[config.mk]
export PLATFORM = sky130hd
export DESIGN_NAME = uart_status_buffers
export DESIGN_NICKNAME = d
export VERILOG_FILES = /design/src/design/uart_sb_pkg.sv /design/src/design/uart_frame_rx.sv /design/src/design/uart_status_buffers.sv
export SDC_FILE = /design/constraint.sdc
export NUM_CORES = 1
export LEC_CHECK = 0
export BUFFER_PORTS_ARGS = -buffer_cell sky130_fd_sc_hd__buf_2
export CAP_MARGIN = 20
export CELL_PAD_IN_SITES_DETAIL_PLACEMENT = 1
export CELL_PAD_IN_SITES_GLOBAL_PLACEMENT = 1
export CORE_MARGIN = 5
export CORE_UTILIZATION = 37
export DETAILED_ROUTE_END_ITERATION = 7
export PLACE_DENSITY_LB_ADDON = 0.1
export SYNTH_ARGS = -nofsm -noshare
export SYNTH_HDL_FRONTEND = slang
export SYNTH_SLANG_ARGS = --single-unit
[constraint.sdc]
create_clock -name CLK_I -period 3.2 [get_ports CLK_I]
set_input_delay 0.16 -clock CLK_I [delete_from_list [all_inputs] [get_ports CLK_I]]
set_output_delay 0.16 -clock CLK_I [all_outputs]
set_load 0.005 [all_outputs]
[src/design/uart_sb_pkg.sv]
/*
  Shared constants and types for the serial channel status and buffer block:
  register offsets, field positions, reset values, parity modes and states.
  Assumes a 20 MHz system clock and a byte-wide register port.
*/
package uart_sb_pkg;

  // System clock and default line rate
  localparam int unsigned CLK_HZ = 20000000;
  localparam int unsigned BAUD_DEFAULT = 9600;
  localparam int unsigned BIT_CYCLES_DEFAULT = CLK_HZ / BAUD_DEFAULT;
  localparam int unsigned CNT_W = 16;

  // Register offsets on the byte port
  localparam logic [2:0] OFS_MODE = 3'h0;
  localparam logic [2:0] OFS_ERR = 3'h1;
  localparam logic [2:0] OFS_TXP = 3'h2;
  localparam logic [2:0] OFS_RXB = 3'h3;
  localparam logic [2:0] OFS_TXB = 3'h4;

  // Values after reset
  localparam logic [7:0] MODE_RESET = 8'h01;
  localparam logic [2:0] ERR_RESET = 3'h0;
  localparam logic [7:0] RXB_RESET = 8'hFF;
  localparam logic [7:0] TXB_RESET = 8'hFF;

  // Channel mode register fields
  localparam int unsigned MODE_CH_EN = 7;
  localparam int unsigned MODE_TX_EN = 6;
  localparam int unsigned MODE_RX_EN = 5;
  localparam int unsigned MODE_PS_HI = 4;
  localparam int unsigned MODE_PS_LO = 3;
  localparam int unsigned MODE_CL = 2;
  localparam int unsigned MODE_SL = 1;
  localparam int unsigned MODE_ISRM = 0;

  // Receive error status fields
  localparam int unsigned ERR_PE = 2;
  localparam int unsigned ERR_FE = 1;
  localparam int unsigned ERR_OVE = 0;

  // Transmit progress status fields
  localparam int unsigned TXP_TXBF = 1;
  localparam int unsigned TXP_TXSF = 0;

  // Parity selection, in field order
  typedef enum logic [1:0] {PAR_NONE, PAR_ZERO, PAR_ODD, PAR_EVEN} parity_t;

  // Transmit and receive sequencer states
  typedef enum logic [2:0] {TX_IDLE, TX_START, TX_DATA, TX_PAR, TX_STOP} tx_state_t;
  typedef enum logic [2:0] {RX_IDLE, RX_START, RX_DATA, RX_PAR, RX_STOP} rx_state_t;

endpackage : uart_sb_pkg

[src/design/uart_frame_rx.sv]
/*
  Receive frame sequencer: finds a start bit, samples data, parity and the
  first stop bit at mid-bit, then pulses done with the captured fields.
  Assumes rxd_i is already synchronised to clk_i.
*/
`timescale 1ns/1ps
module uart_frame_rx
  import uart_sb_pkg::*;
#(
  parameter int unsigned BIT_CYCLES = BIT_CYCLES_DEFAULT
)(
  input wire logic clk_i,
  input wire logic rst_i,
  input wire logic enable_i,
  input wire logic rxd_i,
  input wire logic char8_i,
  input wire logic par_en_i,
  output logic done_o,
  output logic [7:0] data_o,
  output logic par_o,
  output logic stop_ok_o
);

  localparam logic [CNT_W-1:0] BIT_LAST = CNT_W'(BIT_CYCLES - 1);
  localparam logic [CNT_W-1:0] HALF_LAST = CNT_W'(BIT_CYCLES / 2 - 1);

  typedef struct packed {
    rx_state_t st;
    logic [CNT_W-1:0] cnt;
    logic [2:0] idx;
    logic [7:0] data;
    logic par;
    logic stop_ok;
    logic done;
  } frx_t;

  frx_t s;
  frx_t n;

  // Sequencer; one stop bit only, whatever the transmit stop length
  always_comb
  begin
    n = s;
    n.done = 1'b0;
    if (s.cnt != '0)
      n.cnt = s.cnt - CNT_W'(1);
    case (s.st)
      RX_IDLE:
      begin
        if (!rxd_i)
        begin
          n.st = RX_START;
          n.cnt = HALF_LAST;
        end
      end
      RX_START:
      begin
        if (s.cnt == '0)
        begin
          // A high level at mid start bit is a glitch
          n.st = rxd_i ? RX_IDLE : RX_DATA;
          n.cnt = BIT_LAST;
          n.idx = 3'h0;
          n.data = 8'h00; // Bit 7 stays zero for 7-bit characters
        end
      end
      RX_DATA:
      begin
        if (s.cnt == '0)
        begin
          n.data[s.idx] = rxd_i;
          n.cnt = BIT_LAST;
          n.idx = 3'(s.idx + 3'h1);
          if (s.idx == (char8_i ? 3'h7 : 3'h6))
            n.st = par_en_i ? RX_PAR : RX_STOP;
        end
      end
      RX_PAR:
      begin
        if (s.cnt == '0)
        begin
          n.par = rxd_i;
          n.cnt = BIT_LAST;
          n.st = RX_STOP;
        end
      end
      RX_STOP:
      begin
        if (s.cnt == '0)
        begin
          n.stop_ok = rxd_i;
          n.done = 1'b1;
          n.st = RX_IDLE;
        end
      end
      default:
        n.st = RX_IDLE;
    endcase
    if (!enable_i)
    begin
      n.st = RX_IDLE;
      n.done = 1'b0;
    end
  end

  // State register
  always_ff @(posedge clk_i)
  begin
    if (rst_i)
      s <= '{st: RX_IDLE, cnt: '0, idx: 3'h0, data: 8'h00, par: 1'b0,
             stop_ok: 1'b1, done: 1'b0};
    else
      s <= n;
  end

  assign done_o = s.done;
  assign data_o = s.data;
  assign par_o = s.par;
  assign stop_ok_o = s.stop_ok;

endmodule : uart_frame_rx

[src/design/uart_status_buffers.sv]
/*
  Status and buffer logic of one asynchronous serial channel: mode, receive
  error status, transmit progress, receive and transmit byte holding, with
  the transmit sequencer and the completion pulses.
  Assumes a byte register port with read data one cycle after the strobe,
  and a line input from another domain.
*/
// The register addresses and the address-and-strobe port were decided locally.
// Overview of operation
// - Reading error status clears all its bits
// - Channel or receive disable clears error flags
// - Parity mismatch at frame end sets parity error
// - Parity checking follows two-bit parity selection
// - Stop bit sampled low sets framing error
// - Frame completing over unread byte sets overrun
// - On overrun, new byte discarded, buffer kept
// - Writing transmit buffer sets buffer-full flag
// - Buffer-full clears on load or disable
// - Loading shift register sets shift-busy flag
// - Shift-busy clears at idle frame end, disable
// - Frame end copies to receive buffer, interrupts
// - Receive enable off, channel on: buffer kept, no interrupt
// - Seven-bit characters read with bit 7 zero
// - Receive buffer all ones at reset, channel off
// - Transmit buffer write starts transmission when enabled
// - Transmit buffer writes ignored while transmit disabled
// - Transmit completion pulse at each frame end
// - Transmit buffer all ones at system reset
// - Receiver always checks a single stop bit
// - Zero-parity mode never flags parity errors
`timescale 1ns/1ps
module uart_status_buffers
  import uart_sb_pkg::*;
#(
  parameter int unsigned BIT_CYCLES = BIT_CYCLES_DEFAULT
)(
  input wire logic CLK_I,
  input wire logic RST_I,
  input wire logic [2:0] ADDR_I,
  input wire logic [7:0] WDATA_I,
  input wire logic WR_I,
  input wire logic RD_I,
  output logic [7:0] RDATA_O,
  input wire logic RXD_I,
  output logic TXD_O,
  output logic RX_DONE_O,
  output logic RX_ERR_O,
  output logic TX_DONE_O
);

  localparam logic [CNT_W-1:0] BIT_LAST = CNT_W'(BIT_CYCLES - 1);

  typedef struct packed {
    logic rxd_meta;
    logic rxd_sync;
    logic [7:0] mode;
    logic [2:0] err;
    logic [7:0] rx_hold;
    logic rx_unread;
    logic [7:0] tx_hold;
    logic txbf;
    logic txsf;
    tx_state_t tx_st;
    logic [CNT_W-1:0] tx_cnt;
    logic [2:0] tx_idx;
    logic [7:0] tx_shift;
    logic tx_stop2;
    logic txd;
    logic [7:0] rdata;
    logic rx_done;
    logic rx_err;
    logic tx_done;
  } state_t;

  localparam state_t ST_RESET = '{
    rxd_meta: 1'b1, rxd_sync: 1'b1, mode: MODE_RESET, err: ERR_RESET,
    rx_hold: RXB_RESET, rx_unread: 1'b0, tx_hold: TXB_RESET, txbf: 1'b0,
    txsf: 1'b0, tx_st: TX_IDLE, tx_cnt: '0, tx_idx: 3'h0, tx_shift: 8'h00,
    tx_stop2: 1'b0, txd: 1'b1, rdata: 8'h00, rx_done: 1'b0, rx_err: 1'b0,
    tx_done: 1'b0};

  state_t s;
  state_t n;

  // Decoded mode
  logic ch_en;
  logic rx_on;
  logic tx_on;
  logic char8;
  parity_t psel;
  logic [2:0] last_idx;
  assign ch_en = s.mode[MODE_CH_EN];
  assign rx_on = ch_en && s.mode[MODE_RX_EN];
  assign tx_on = ch_en && s.mode[MODE_TX_EN];
  assign char8 = s.mode[MODE_CL];
  assign psel = parity_t'({s.mode[MODE_PS_HI], s.mode[MODE_PS_LO]});
  assign last_idx = char8 ? 3'h7 : 3'h6;

  // Receive frame sequencer
  logic fr_done;
  logic [7:0] fr_data;
  logic fr_par;
  logic fr_stop_ok;

  uart_frame_rx #(
    .BIT_CYCLES(BIT_CYCLES)
  ) u_frame_rx (
    .clk_i(CLK_I),
    .rst_i(RST_I),
    .enable_i(rx_on),
    .rxd_i(s.rxd_sync),
    .char8_i(char8),
    .par_en_i(psel != PAR_NONE),
    .done_o(fr_done),
    .data_o(fr_data),
    .par_o(fr_par),
    .stop_ok_o(fr_stop_ok)
  );

  // Frame-end error detection
  logic frame_end;
  logic par_calc;
  logic pe_new;
  logic fe_new;
  logic ove_new;
  logic [2:0] err_new;
  assign frame_end = fr_done && rx_on;
  assign par_calc = ^fr_data;
  // Odd and even modes judge; none and zero modes never flag
  assign pe_new = frame_end && ((psel == PAR_ODD && fr_par == par_calc) ||
                                (psel == PAR_EVEN && fr_par != par_calc));
  assign fe_new = frame_end && !fr_stop_ok;
  assign ove_new = frame_end && s.rx_unread;
  always_comb
  begin
    err_new = 3'h0;
    err_new[ERR_PE] = pe_new;
    err_new[ERR_FE] = fe_new;
    err_new[ERR_OVE] = ove_new;
  end

  // Register strobes
  logic rd_err;
  logic rd_rxb;
  logic wr_txb;
  assign rd_err = RD_I && ADDR_I == OFS_ERR;
  assign rd_rxb = RD_I && ADDR_I == OFS_RXB;
  assign wr_txb = WR_I && ADDR_I == OFS_TXB;

  // Next state of the whole channel
  always_comb
  begin
    logic do_load;
    do_load = 1'b0;
    n = s;
    n.rx_done = 1'b0;
    n.rx_err = 1'b0;
    n.tx_done = 1'b0;
    n.rdata = 8'h00;
    // Line input synchroniser
    n.rxd_meta = RXD_I;
    n.rxd_sync = s.rxd_meta;

    // Mode register write
    if (WR_I && ADDR_I == OFS_MODE)
      n.mode = WDATA_I;

    // Read data, answered one cycle later; unmapped reads give zero
    if (RD_I)
    begin
      case (ADDR_I)
        OFS_MODE: n.rdata = s.mode;
        OFS_ERR: n.rdata = {5'h00, s.err};
        OFS_TXP: n.rdata = {6'h00, s.txbf, s.txsf};
        OFS_RXB: n.rdata = s.rx_hold;
        OFS_TXB: n.rdata = s.tx_hold;
        default: n.rdata = 8'h00;
      endcase
    end

    // Status read clears; a new error in that cycle still lands
    n.err = (rd_err ? 3'h0 : s.err) | err_new;
    if (!rx_on)
      n.err = 3'h0;

    // Receive buffer read frees it; a transfer the same cycle wins
    if (rd_rxb)
      n.rx_unread = 1'b0;
    if (frame_end)
    begin
      if (!s.rx_unread)
      begin
        n.rx_hold = fr_data;
        n.rx_unread = 1'b1;
      end
      // Errors go to the error pulse unless routed to completion
      if (err_new != 3'h0 && !s.mode[MODE_ISRM])
        n.rx_err = 1'b1;
      else
        n.rx_done = 1'b1;
    end
    // Overrun keeps the older byte: the branch above is skipped
    if (!ch_en)
    begin
      n.rx_hold = RXB_RESET;
      n.rx_unread = 1'b0;
    end

    // Transmit sequencer, one bit period per state step
    if (s.tx_cnt != '0)
      n.tx_cnt = s.tx_cnt - CNT_W'(1);
    case (s.tx_st)
      TX_IDLE:
      begin
        n.txd = 1'b1;
        do_load = s.txbf;
      end
      TX_START:
      begin
        if (s.tx_cnt == '0)
        begin
          n.tx_st = TX_DATA;
          n.tx_idx = 3'h0;
          n.txd = s.tx_shift[0];
          n.tx_cnt = BIT_LAST;
        end
      end
      TX_DATA:
      begin
        if (s.tx_cnt == '0)
        begin
          n.tx_cnt = BIT_LAST;
          if (s.tx_idx == last_idx)
          begin
            if (psel == PAR_NONE)
            begin
              n.tx_st = TX_STOP;
              n.txd = 1'b1;
              n.tx_stop2 = s.mode[MODE_SL];
            end
            else
            begin
              n.tx_st = TX_PAR;
              // Zero mode sends 0; odd inverts the data parity
              n.txd = (psel == PAR_ZERO) ? 1'b0 :
                      (psel == PAR_ODD) ? ~(^s.tx_shift) : ^s.tx_shift;
            end
          end
          else
          begin
            n.tx_idx = 3'(s.tx_idx + 3'h1);
            n.txd = s.tx_shift[3'(s.tx_idx + 3'h1)];
          end
        end
      end
      TX_PAR:
      begin
        if (s.tx_cnt == '0)
        begin
          n.tx_st = TX_STOP;
          n.txd = 1'b1;
          n.tx_stop2 = s.mode[MODE_SL];
          n.tx_cnt = BIT_LAST;
        end
      end
      TX_STOP:
      begin
        if (s.tx_cnt == '0)
        begin
          if (s.tx_stop2)
          begin
            n.tx_stop2 = 1'b0;
            n.tx_cnt = BIT_LAST;
          end
          else
          begin
            n.tx_done = 1'b1;
            // Back-to-back frames when a byte is already waiting
            do_load = s.txbf;
            if (!s.txbf)
            begin
              n.tx_st = TX_IDLE;
              n.txsf = 1'b0;
            end
          end
        end
      end
      default:
        n.tx_st = TX_IDLE;
    endcase

    // Move the waiting byte into the shift register
    if (do_load)
    begin
      n.tx_shift = char8 ? s.tx_hold : {1'b0, s.tx_hold[6:0]};
      n.txbf = 1'b0;
      n.txsf = 1'b1;
      n.tx_st = TX_START;
      n.tx_cnt = BIT_LAST;
      n.txd = 1'b0;
    end

    // Buffer write; writing while full is the software's fault
    if (wr_txb && tx_on)
    begin
      n.tx_hold = WDATA_I;
      n.txbf = 1'b1;
    end

    // Disabled transmitter idles high and drops both flags
    if (!tx_on)
    begin
      n.tx_st = TX_IDLE;
      n.txbf = 1'b0;
      n.txsf = 1'b0;
      n.txd = 1'b1;
      n.tx_done = 1'b0;
    end
  end

  // State register; system reset restores buffers to all ones
  always_ff @(posedge CLK_I)
  begin
    if (RST_I)
      s <= ST_RESET;
    else
      s <= n;
  end

  assign RDATA_O = s.rdata;
  assign TXD_O = s.txd;
  assign RX_DONE_O = s.rx_done;
  assign RX_ERR_O = s.rx_err;
  assign TX_DONE_O = s.tx_done;

  // Checks next to the logic they guard
  status_read_clear_a: assert property (@(posedge CLK_I) disable iff (RST_I)
    rd_err && rx_on |=> s.err == $past(err_new))
    else $error("status read did not clear to new errors");

  disable_clears_err_a: assert property (@(posedge CLK_I) disable iff (RST_I)
    !rx_on |=> s.err == 3'h0)
    else $error("error flags kept while reception off");

  zero_parity_quiet_a: assert property (@(posedge CLK_I) disable iff (RST_I)
    frame_end && psel == PAR_ZERO && !s.err[ERR_PE] |=> !s.err[ERR_PE])
    else $error("parity error flagged in zero parity mode");

  overrun_keeps_hold_a: assert property (@(posedge CLK_I) disable iff (RST_I)
    frame_end && s.rx_unread && ch_en |=> s.err[ERR_OVE] && $stable(s.rx_hold))
    else $error("overrun byte overwrote receive buffer");

  txbf_on_write_a: assert property (@(posedge CLK_I) disable iff (RST_I)
    wr_txb && tx_on |=> s.txbf && s.tx_hold == $past(WDATA_I))
    else $error("buffer write did not set full flag");

  tx_write_ignored_a: assert property (@(posedge CLK_I) disable iff (RST_I)
    wr_txb && !tx_on |=> !s.txbf && $stable(s.tx_hold))
    else $error("write taken while transmit disabled");

  load_sets_busy_a: assert property (@(posedge CLK_I) disable iff (RST_I)
    s.tx_st == TX_IDLE && s.txbf && tx_on |=> !s.txbf && s.txsf ##1 !TXD_O)
    else $error("load did not move flags or start bit");

  rx_off_kept_a: assert property (@(posedge CLK_I) disable iff (RST_I)
    ch_en && !s.mode[MODE_RX_EN] |=> $stable(s.rx_hold) && !RX_DONE_O)
    else $error("receive buffer changed while reception off");

  rx_hold_ones_a: assert property (@(posedge CLK_I) disable iff (RST_I)
    !ch_en |=> s.rx_hold == RXB_RESET)
    else $error("receive buffer not all ones with channel off");

endmodule : uart_status_buffers

==> results of run 1 <==
==> placed cells by master (no fill, tap or decap), types with 17 or more instances in the layout <==
cell type	n
dfxtp_1	108
nor2_1	67
nand2_1	51
a21oi_1	51
nand3_1	35
buf_2	27
o21ai_0	25
xnor2_1	20
nor3_1	18
nor2b_1	17
inv_1	17
xor2_1	17
==> registers in the layout (all words and copies together), names as in the netlist, 2 cells and up <==
register and count:
u_frame_rx.data_o 8, s 58, RDATA_O 8, psel 2, u_frame_rx.s 22
==> worst max-delay path by stage <==
| stage | startpoint | end | slack [ns] | cells past startpoint |
|---|---|---|---|---|
| after floorplan | s[24] | s[24] | 0.79 | 12 |
| after global placement | s[24] | s[26] | 0.63 | 8 |
| after detailed placement | s[24] | s[39] | 0.52 | 8 |
| after CTS | s[24] | s[39] | 0.49 | 8 |
| after global routing | s[24] | s[39] | 0.21 | 8 |
| final | s[24] | s[39] | 0.53 | 8 |
==> power by group <==
group,switching [uW],internal [uW]
Sequential,193,1520
Clock,523,790
Combinational,959,616
==> metrics by stage <==
| step | std cells | total power (uW) |
|---|---|---|
| floorplan | 646 | 2981 |
| global route | 840 | 4913 |
| detailed placement | 823 | 3319 |
| global placement | 823 | 3279 |
| finish | 840 | 4597 |
| CTS | 840 | 4651 |
==> repair_timing <==
item / CTS / global route
gates resized for setup: 0 / 0
hold endpoints to repair: 1 / 0
hold buffers: 1 / 0
==> per-layer routing <==
| metal | vias to the layer above | track usage (%) | routed length (um) |
|---|---|---|---|
| li1 | 2330 | - | - |
| met1 | 2318 | 22.72 | 7203 |
| met2 | 37 | 28.05 | 7007 |
| met3 | 11 | 3.708 | 330 |
| met4 | 0 | 3.314 | 136 |
| met5 | - | 0 | 0 |
==> worst max-delay path: stages, from the launching register on <==
cell and delay (ns):
dfxtp_1 0.32, inv_1 0.13, ha_1 0.16, nor4b_2 0.31
and4_1 0.49, inv_2 0.24, nor4_1 0.37, a211o_1 0.42
nor2_1 0.10
==> logic make-up (layout without fill, tap and decap cells) <==
logic type	Yosys count	count (layout)	share of synthesized area, %
AND/OR/NAND/NOR	259	259	24.68
AO/OA/AOI/OAI	155	155	18.41
flip-flops	108	108	39.56
buffers and inverters	61	71	5.082
XOR/XNOR	38	38	6.342
multiplexers	18	18	4.327
adder cells (fa/ha/maj)	7	7	1.602
==> final cells by class <==
cell class	count	area, um2	area share (%)
clock buffer	11	242.7	4.017
clock inverter	5	106.4	1.760
inverter	19	71.32	1.180
multi-input combinational	477	3025	50.06
sequential	108	2162	35.78
tap	184	230.2	3.810
timing repair buffer	36	205.2	3.395
==> results.json, run 1 <==
{
  "tritoncts": "built",
  "hold_depth": 2,
  "rr_endpoint": "s[39]",
  "grt_pass1_vias": 4720,
  "post-dp-hpwl_um": 10920,
  "antenna_cells": 0,
  "cts-buffers-inserted": 9,
  "routed_wl_um": 14680,
  "syn_area_per_cell_um2": 8.460,
  "synth_edf_count": 0,
  "via_per_inst": 5.590,
  "drive_gt1_share_pct": 11.13,
  "drc_errors": 0,
  "synthTopCellsByCount": "dfxtp_1, nor2_1, a21oi_1, nand2_1, nand3_1",
  "initial_utilization_pct": 37.60,
  "ant_nets": 0,
  "drtIter0Drc": 251,
  "gp_congestion": 0.8038,
  "drv_cap": 0,
  "hold_class": "in -> reg",
  "utilization_pct": 41.58,
  "grt_max_degree": 36,
  "htreeDepth": 3,
  "placeableCoreArea_um2": 14530,
  "whs_ns": 0.02150,
  "synthesis.nets": 669,
  "synth_ff_type": "dfxtp_1",
  "status": "complete, no violations",
  "grt_use_total_pct": 16.89,
  "yosys_warnings": 0,
  "finalSetupTns_ns": 0,
  "cp_data_required_time_ns": 3.42,
  "clk_latency_ns": 0.35,
  "rr_worst_depth": 8,
  "ioPinCount": 28,
  "clockBufferDepth": 2,
  "ir_worst_vdd_uv": 578.6,
  "synthDominantCellAreaShare_pct": 39.56,
  "path_clk_slew_ns": 0.07,
  "r2r-start": "s[24]",
  "max_slew.worst_pin.slew_ns": 0.6302,
  "post_cts_buffers": 0,
  "cp.arrival_ns": 2.89,
  "power_density_nw_per_um2": 760.6,
  "yosys.area.top_type": "dfxtp_1",
  "synthCells": 646,
  "design.final.nets": 674,
  "synth_most_common_cell": "dfxtp_1",
  "clock_sinks": 108,
  "max_freq_ghz": 0.3750,
  "rrSetupSlack_ns": 0.53,
  "area.growth.synth_to_final_pct": 10.58,
  "rows": 44,
  "portBuffers": 27,
  "worst_hold_startpoint": "WDATA_I[4]",
  "die_area_um2": 17300,
  "pre_cts_ws_ns": 0.5226,
  "synth.top_cells.by_area": "dfxtp_1, a21oi_1, nor2_1",
  "slew_viol_final": 0,
  "hold_viol_final": 0,
  "endpoint_kind": "flop",
  "ys_seq_area_share_pct": 39.56,
  "p_leak_uw": 0.002212,
  "worst_setup_path_start_kind": "flop",
  "synth_cell_type_count": 67,
  "finalCriticalPeriod_ns": 2.667,
  "whs_endpoint": "s[49]",
  "finalSetupViolCount": 0,
  "synth_area_um2": 5465,
  "critPathKind": "reg -> reg",
  "skew_ns": 0.009996,
  "grt_pass1_wl_um": 24380,
  "ys_seq_elements": 108,
  "async_reset_ff_share_pct": 0,
  "n_fill_cell": 1739,
  "drt_first_pass_iters": 4,
  "die_y_um": 131.5,
  "avgRoutedWirePerCell_um": 17.47,
  "clock-root-buffer": "clkbuf_16",
  "path_max_fanout": 20,
  "grt_setup_unrepaired": "no",
  "slew_headroom_pct": 57.60,
  "dpl_cell_area_um2": 5684,
  "overflow": 0,
  "vias": 4696,
  "die_w_um": 131.5,
  "setup_ws_ns": 0.5334,
  "final_area_um2": 6043,
  "antenna_found_initial": 0,
  "fin_crit_sh_pct": 83.33
}
Note: power is estimated with default switching activity, not from simulation.
==> run 2, diff against run 1 <==
- clock period: 3.2 -> 2.65 ns (I/O delays scaled with it)
==> results.json, run 2 (synthesized netlist as in run 1, its figures left out) <==
{
  "status": "complete, no violations",
  "vias": 4771,
  "clkPwrFrac_pct": 26.7,
  "p_leak_uw": 0.002257,
  "cts-buffers-inserted": 9,
  "rr_endpoint": "s[36]",
  "rrSetupSlack_ns": 0.29,
  "fin_crit_sh_pct": 88.96,
  "hold_depth": 2,
  "slew_viol_final": 0,
  "slew_headroom_pct": 57.75,
  "largest_reg_flops": 58,
  "grt_use_total_pct": 17.09,
  "pwr-share-comb_pct": 36.1,
  "drt_first_pass_iters": 4,
  "switchingPower_uw": 2059,
  "grt_pass1_wl_um": 24780,
  "rows": 44,
  "cp.arrival_ns": 2.64,
  "overflow": 0,
  "hold_class": "in -> reg",
  "final_area_um2": 6110,
  "layout_commonest_cell": "dfxtp_1",
  "crit_family": "simple AND/OR/NAND/NOR gates",
  "avgRoutedWirePerCell_um": 17.33,
  "fin_cells": 851,
  "endpoint_kind": "flop",
  "routed_wl_um": 14750,
  "max_slew.worst_pin.slew_ns": 0.6330,
  "cp_cell_sequence": "inv_1 -> ha_1 -> nor4b_2 -> and4_1 -> inv_2 -> buf_4 -> nand4b_1 -> or4_1 -> a21oi_1",
  "placeableCoreArea_um2": 14530,
  "total_power_uw": 5551,
  "finalCriticalPeriod_ns": 2.357,
  "grt_pass1_vias": 4721,
  "antenna_cells": 0,
  "path_max_fanout": 13,
  "crit_buf_inv": 3,
  "clock-root-buffer": "clkbuf_16",
  "drtIter0Drc": 266,
  "ant_nets": 0,
  "power_density_nw_per_um2": 908.5,
  "area.growth.synth_to_final_pct": 11.79,
  "dpl_cell_area_um2": 5744,
  "path_clk_slew_ns": 0.07,
  "grt_max_degree": 48,
  "critPathKind": "reg -> reg",
  "gp_congestion": 0.7904,
  "die_area_um2": 17300,
  "initial_utilization_pct": 37.60,
  "ioPinCount": 28,
  "p_seq_share_pct": 37.2,
  "htreeDepth": 3,
  "finalSetupViolCount": 0,
  "utilization_pct": 42.04,
  "clockBufferDepth": 2,
  "grt_setup_unrepaired": "no",
  "final_cell_mix": "dfxtp_1, nor2_1, nand2_1, a21oi_1, nand3_1",
  "antenna_found_initial": 0,
  "top_register": "s",
  "whs_endpoint": "s[52]",
  "max_freq_ghz": 0.4242,
  "dp_cells": 831,
  "design.final.nets": 685,
  "worst_setup_path_start_kind": "flop",
  "clock_sinks": 108,
  "hold_viol_final": 0,
  "worst_hold_startpoint": "WDATA_I[7]",
  "largest_registers": "s: 58 flops, u_frame_rx.s: 22 flops",
  "via_per_inst": 5.606,
  "clk_latency_ns": 0.35,
  "rr_worst_depth": 9,
  "die_y_um": 131.5,
  "die_w_um": 131.5,
  "finalSetupTns_ns": 0,
  "portBuffers": 27,
  "drc_errors": 0,
  "post-dp-hpwl_um": 10900,
  "r2r-start": "s[24]",
  "cpPeakStageDelay_ns": 0.47,
  "n_fill_cell": 1752,
  "cp_data_required_time_ns": 2.94,
  "p_int_uw": 3491,
  "critPathSlowestCell": "or4_1",
  "swShare_pct": 37.10,
  "drv_cap": 0,
  "ir_worst_vdd_uv": 668.3,
  "skew_ns": 0.008828,
  "tritoncts": "built",
  "drive_gt1_share_pct": 12.14
}
==> run 2: how the worst max path moves through the flow <==
| stage | to | slack, ns | depth (start not counted) | start |
|---|---|---|---|---|
| finish | s[36] | 0.29 | 9 | s[24] |
| global route | s[37] | 0.05 | 8 | s[24] |
| CTS | s[36] | 0.29 | 9 | s[24] |
| detailed placement | s[24] | 0.32 | 9 | s[24] |
| global placement | s[36] | 0.39 | 9 | s[24] |
| floorplan | s[24] | 0.24 | 12 | s[24] |
==> run 2: cell type report <==
cell class / count / area [um2] / share of cell area [%]
Inverter: 19 / 71.32 / 1.167
Clock inverter: 5 / 82.58 / 1.352
Tap cell: 184 / 230.2 / 3.768
Timing Repair Buffer: 47 / 295.3 / 4.833
Sequential cell: 108 / 2162 / 35.39
Clock buffer: 11 / 242.7 / 3.973
Multi-Input combinational cell: 477 / 3025 / 49.52
==> run 2: power by group through the flow <==
stage	logic, uW	clock network (uW)	registers (uW)
6_report	2000	1480	2070
5_1_grt	2250	1600	2100
4_1_cts	2010	1530	2070
3_5_place_dp	2000	0	2100
3_3_place_gp	1940	0	2090
2_1_floorplan	1570	0	2030
==> run 2: what timing repair did <==
action / 4_1_cts / 5_1_grt
hold endpoints to repair: 4 / 0
resized for setup: 0 / 0
hold buffers: 4 / 0
setup buffers: 0 / 0
==> run 2: layer usage <==
layer  wire length, um  track usage [%]  up-vias
met5                 0                0        -
li1                  -                -     2354
met3               453            3.823       17
met2              6969            27.00       49
met4               241            4.400        0
met1              7087            23.68     2351
==> run 2: metrics by stage <==
stage	hold slack, ns	setup WS (ns)
finish	0.01524	0.2925
detailed placement	0.3187	0.3159
global route	0.001496	0.05057
CTS	0.003138	0.2865
floorplan	0.2363	0.2437
global placement	0.3180	0.3885
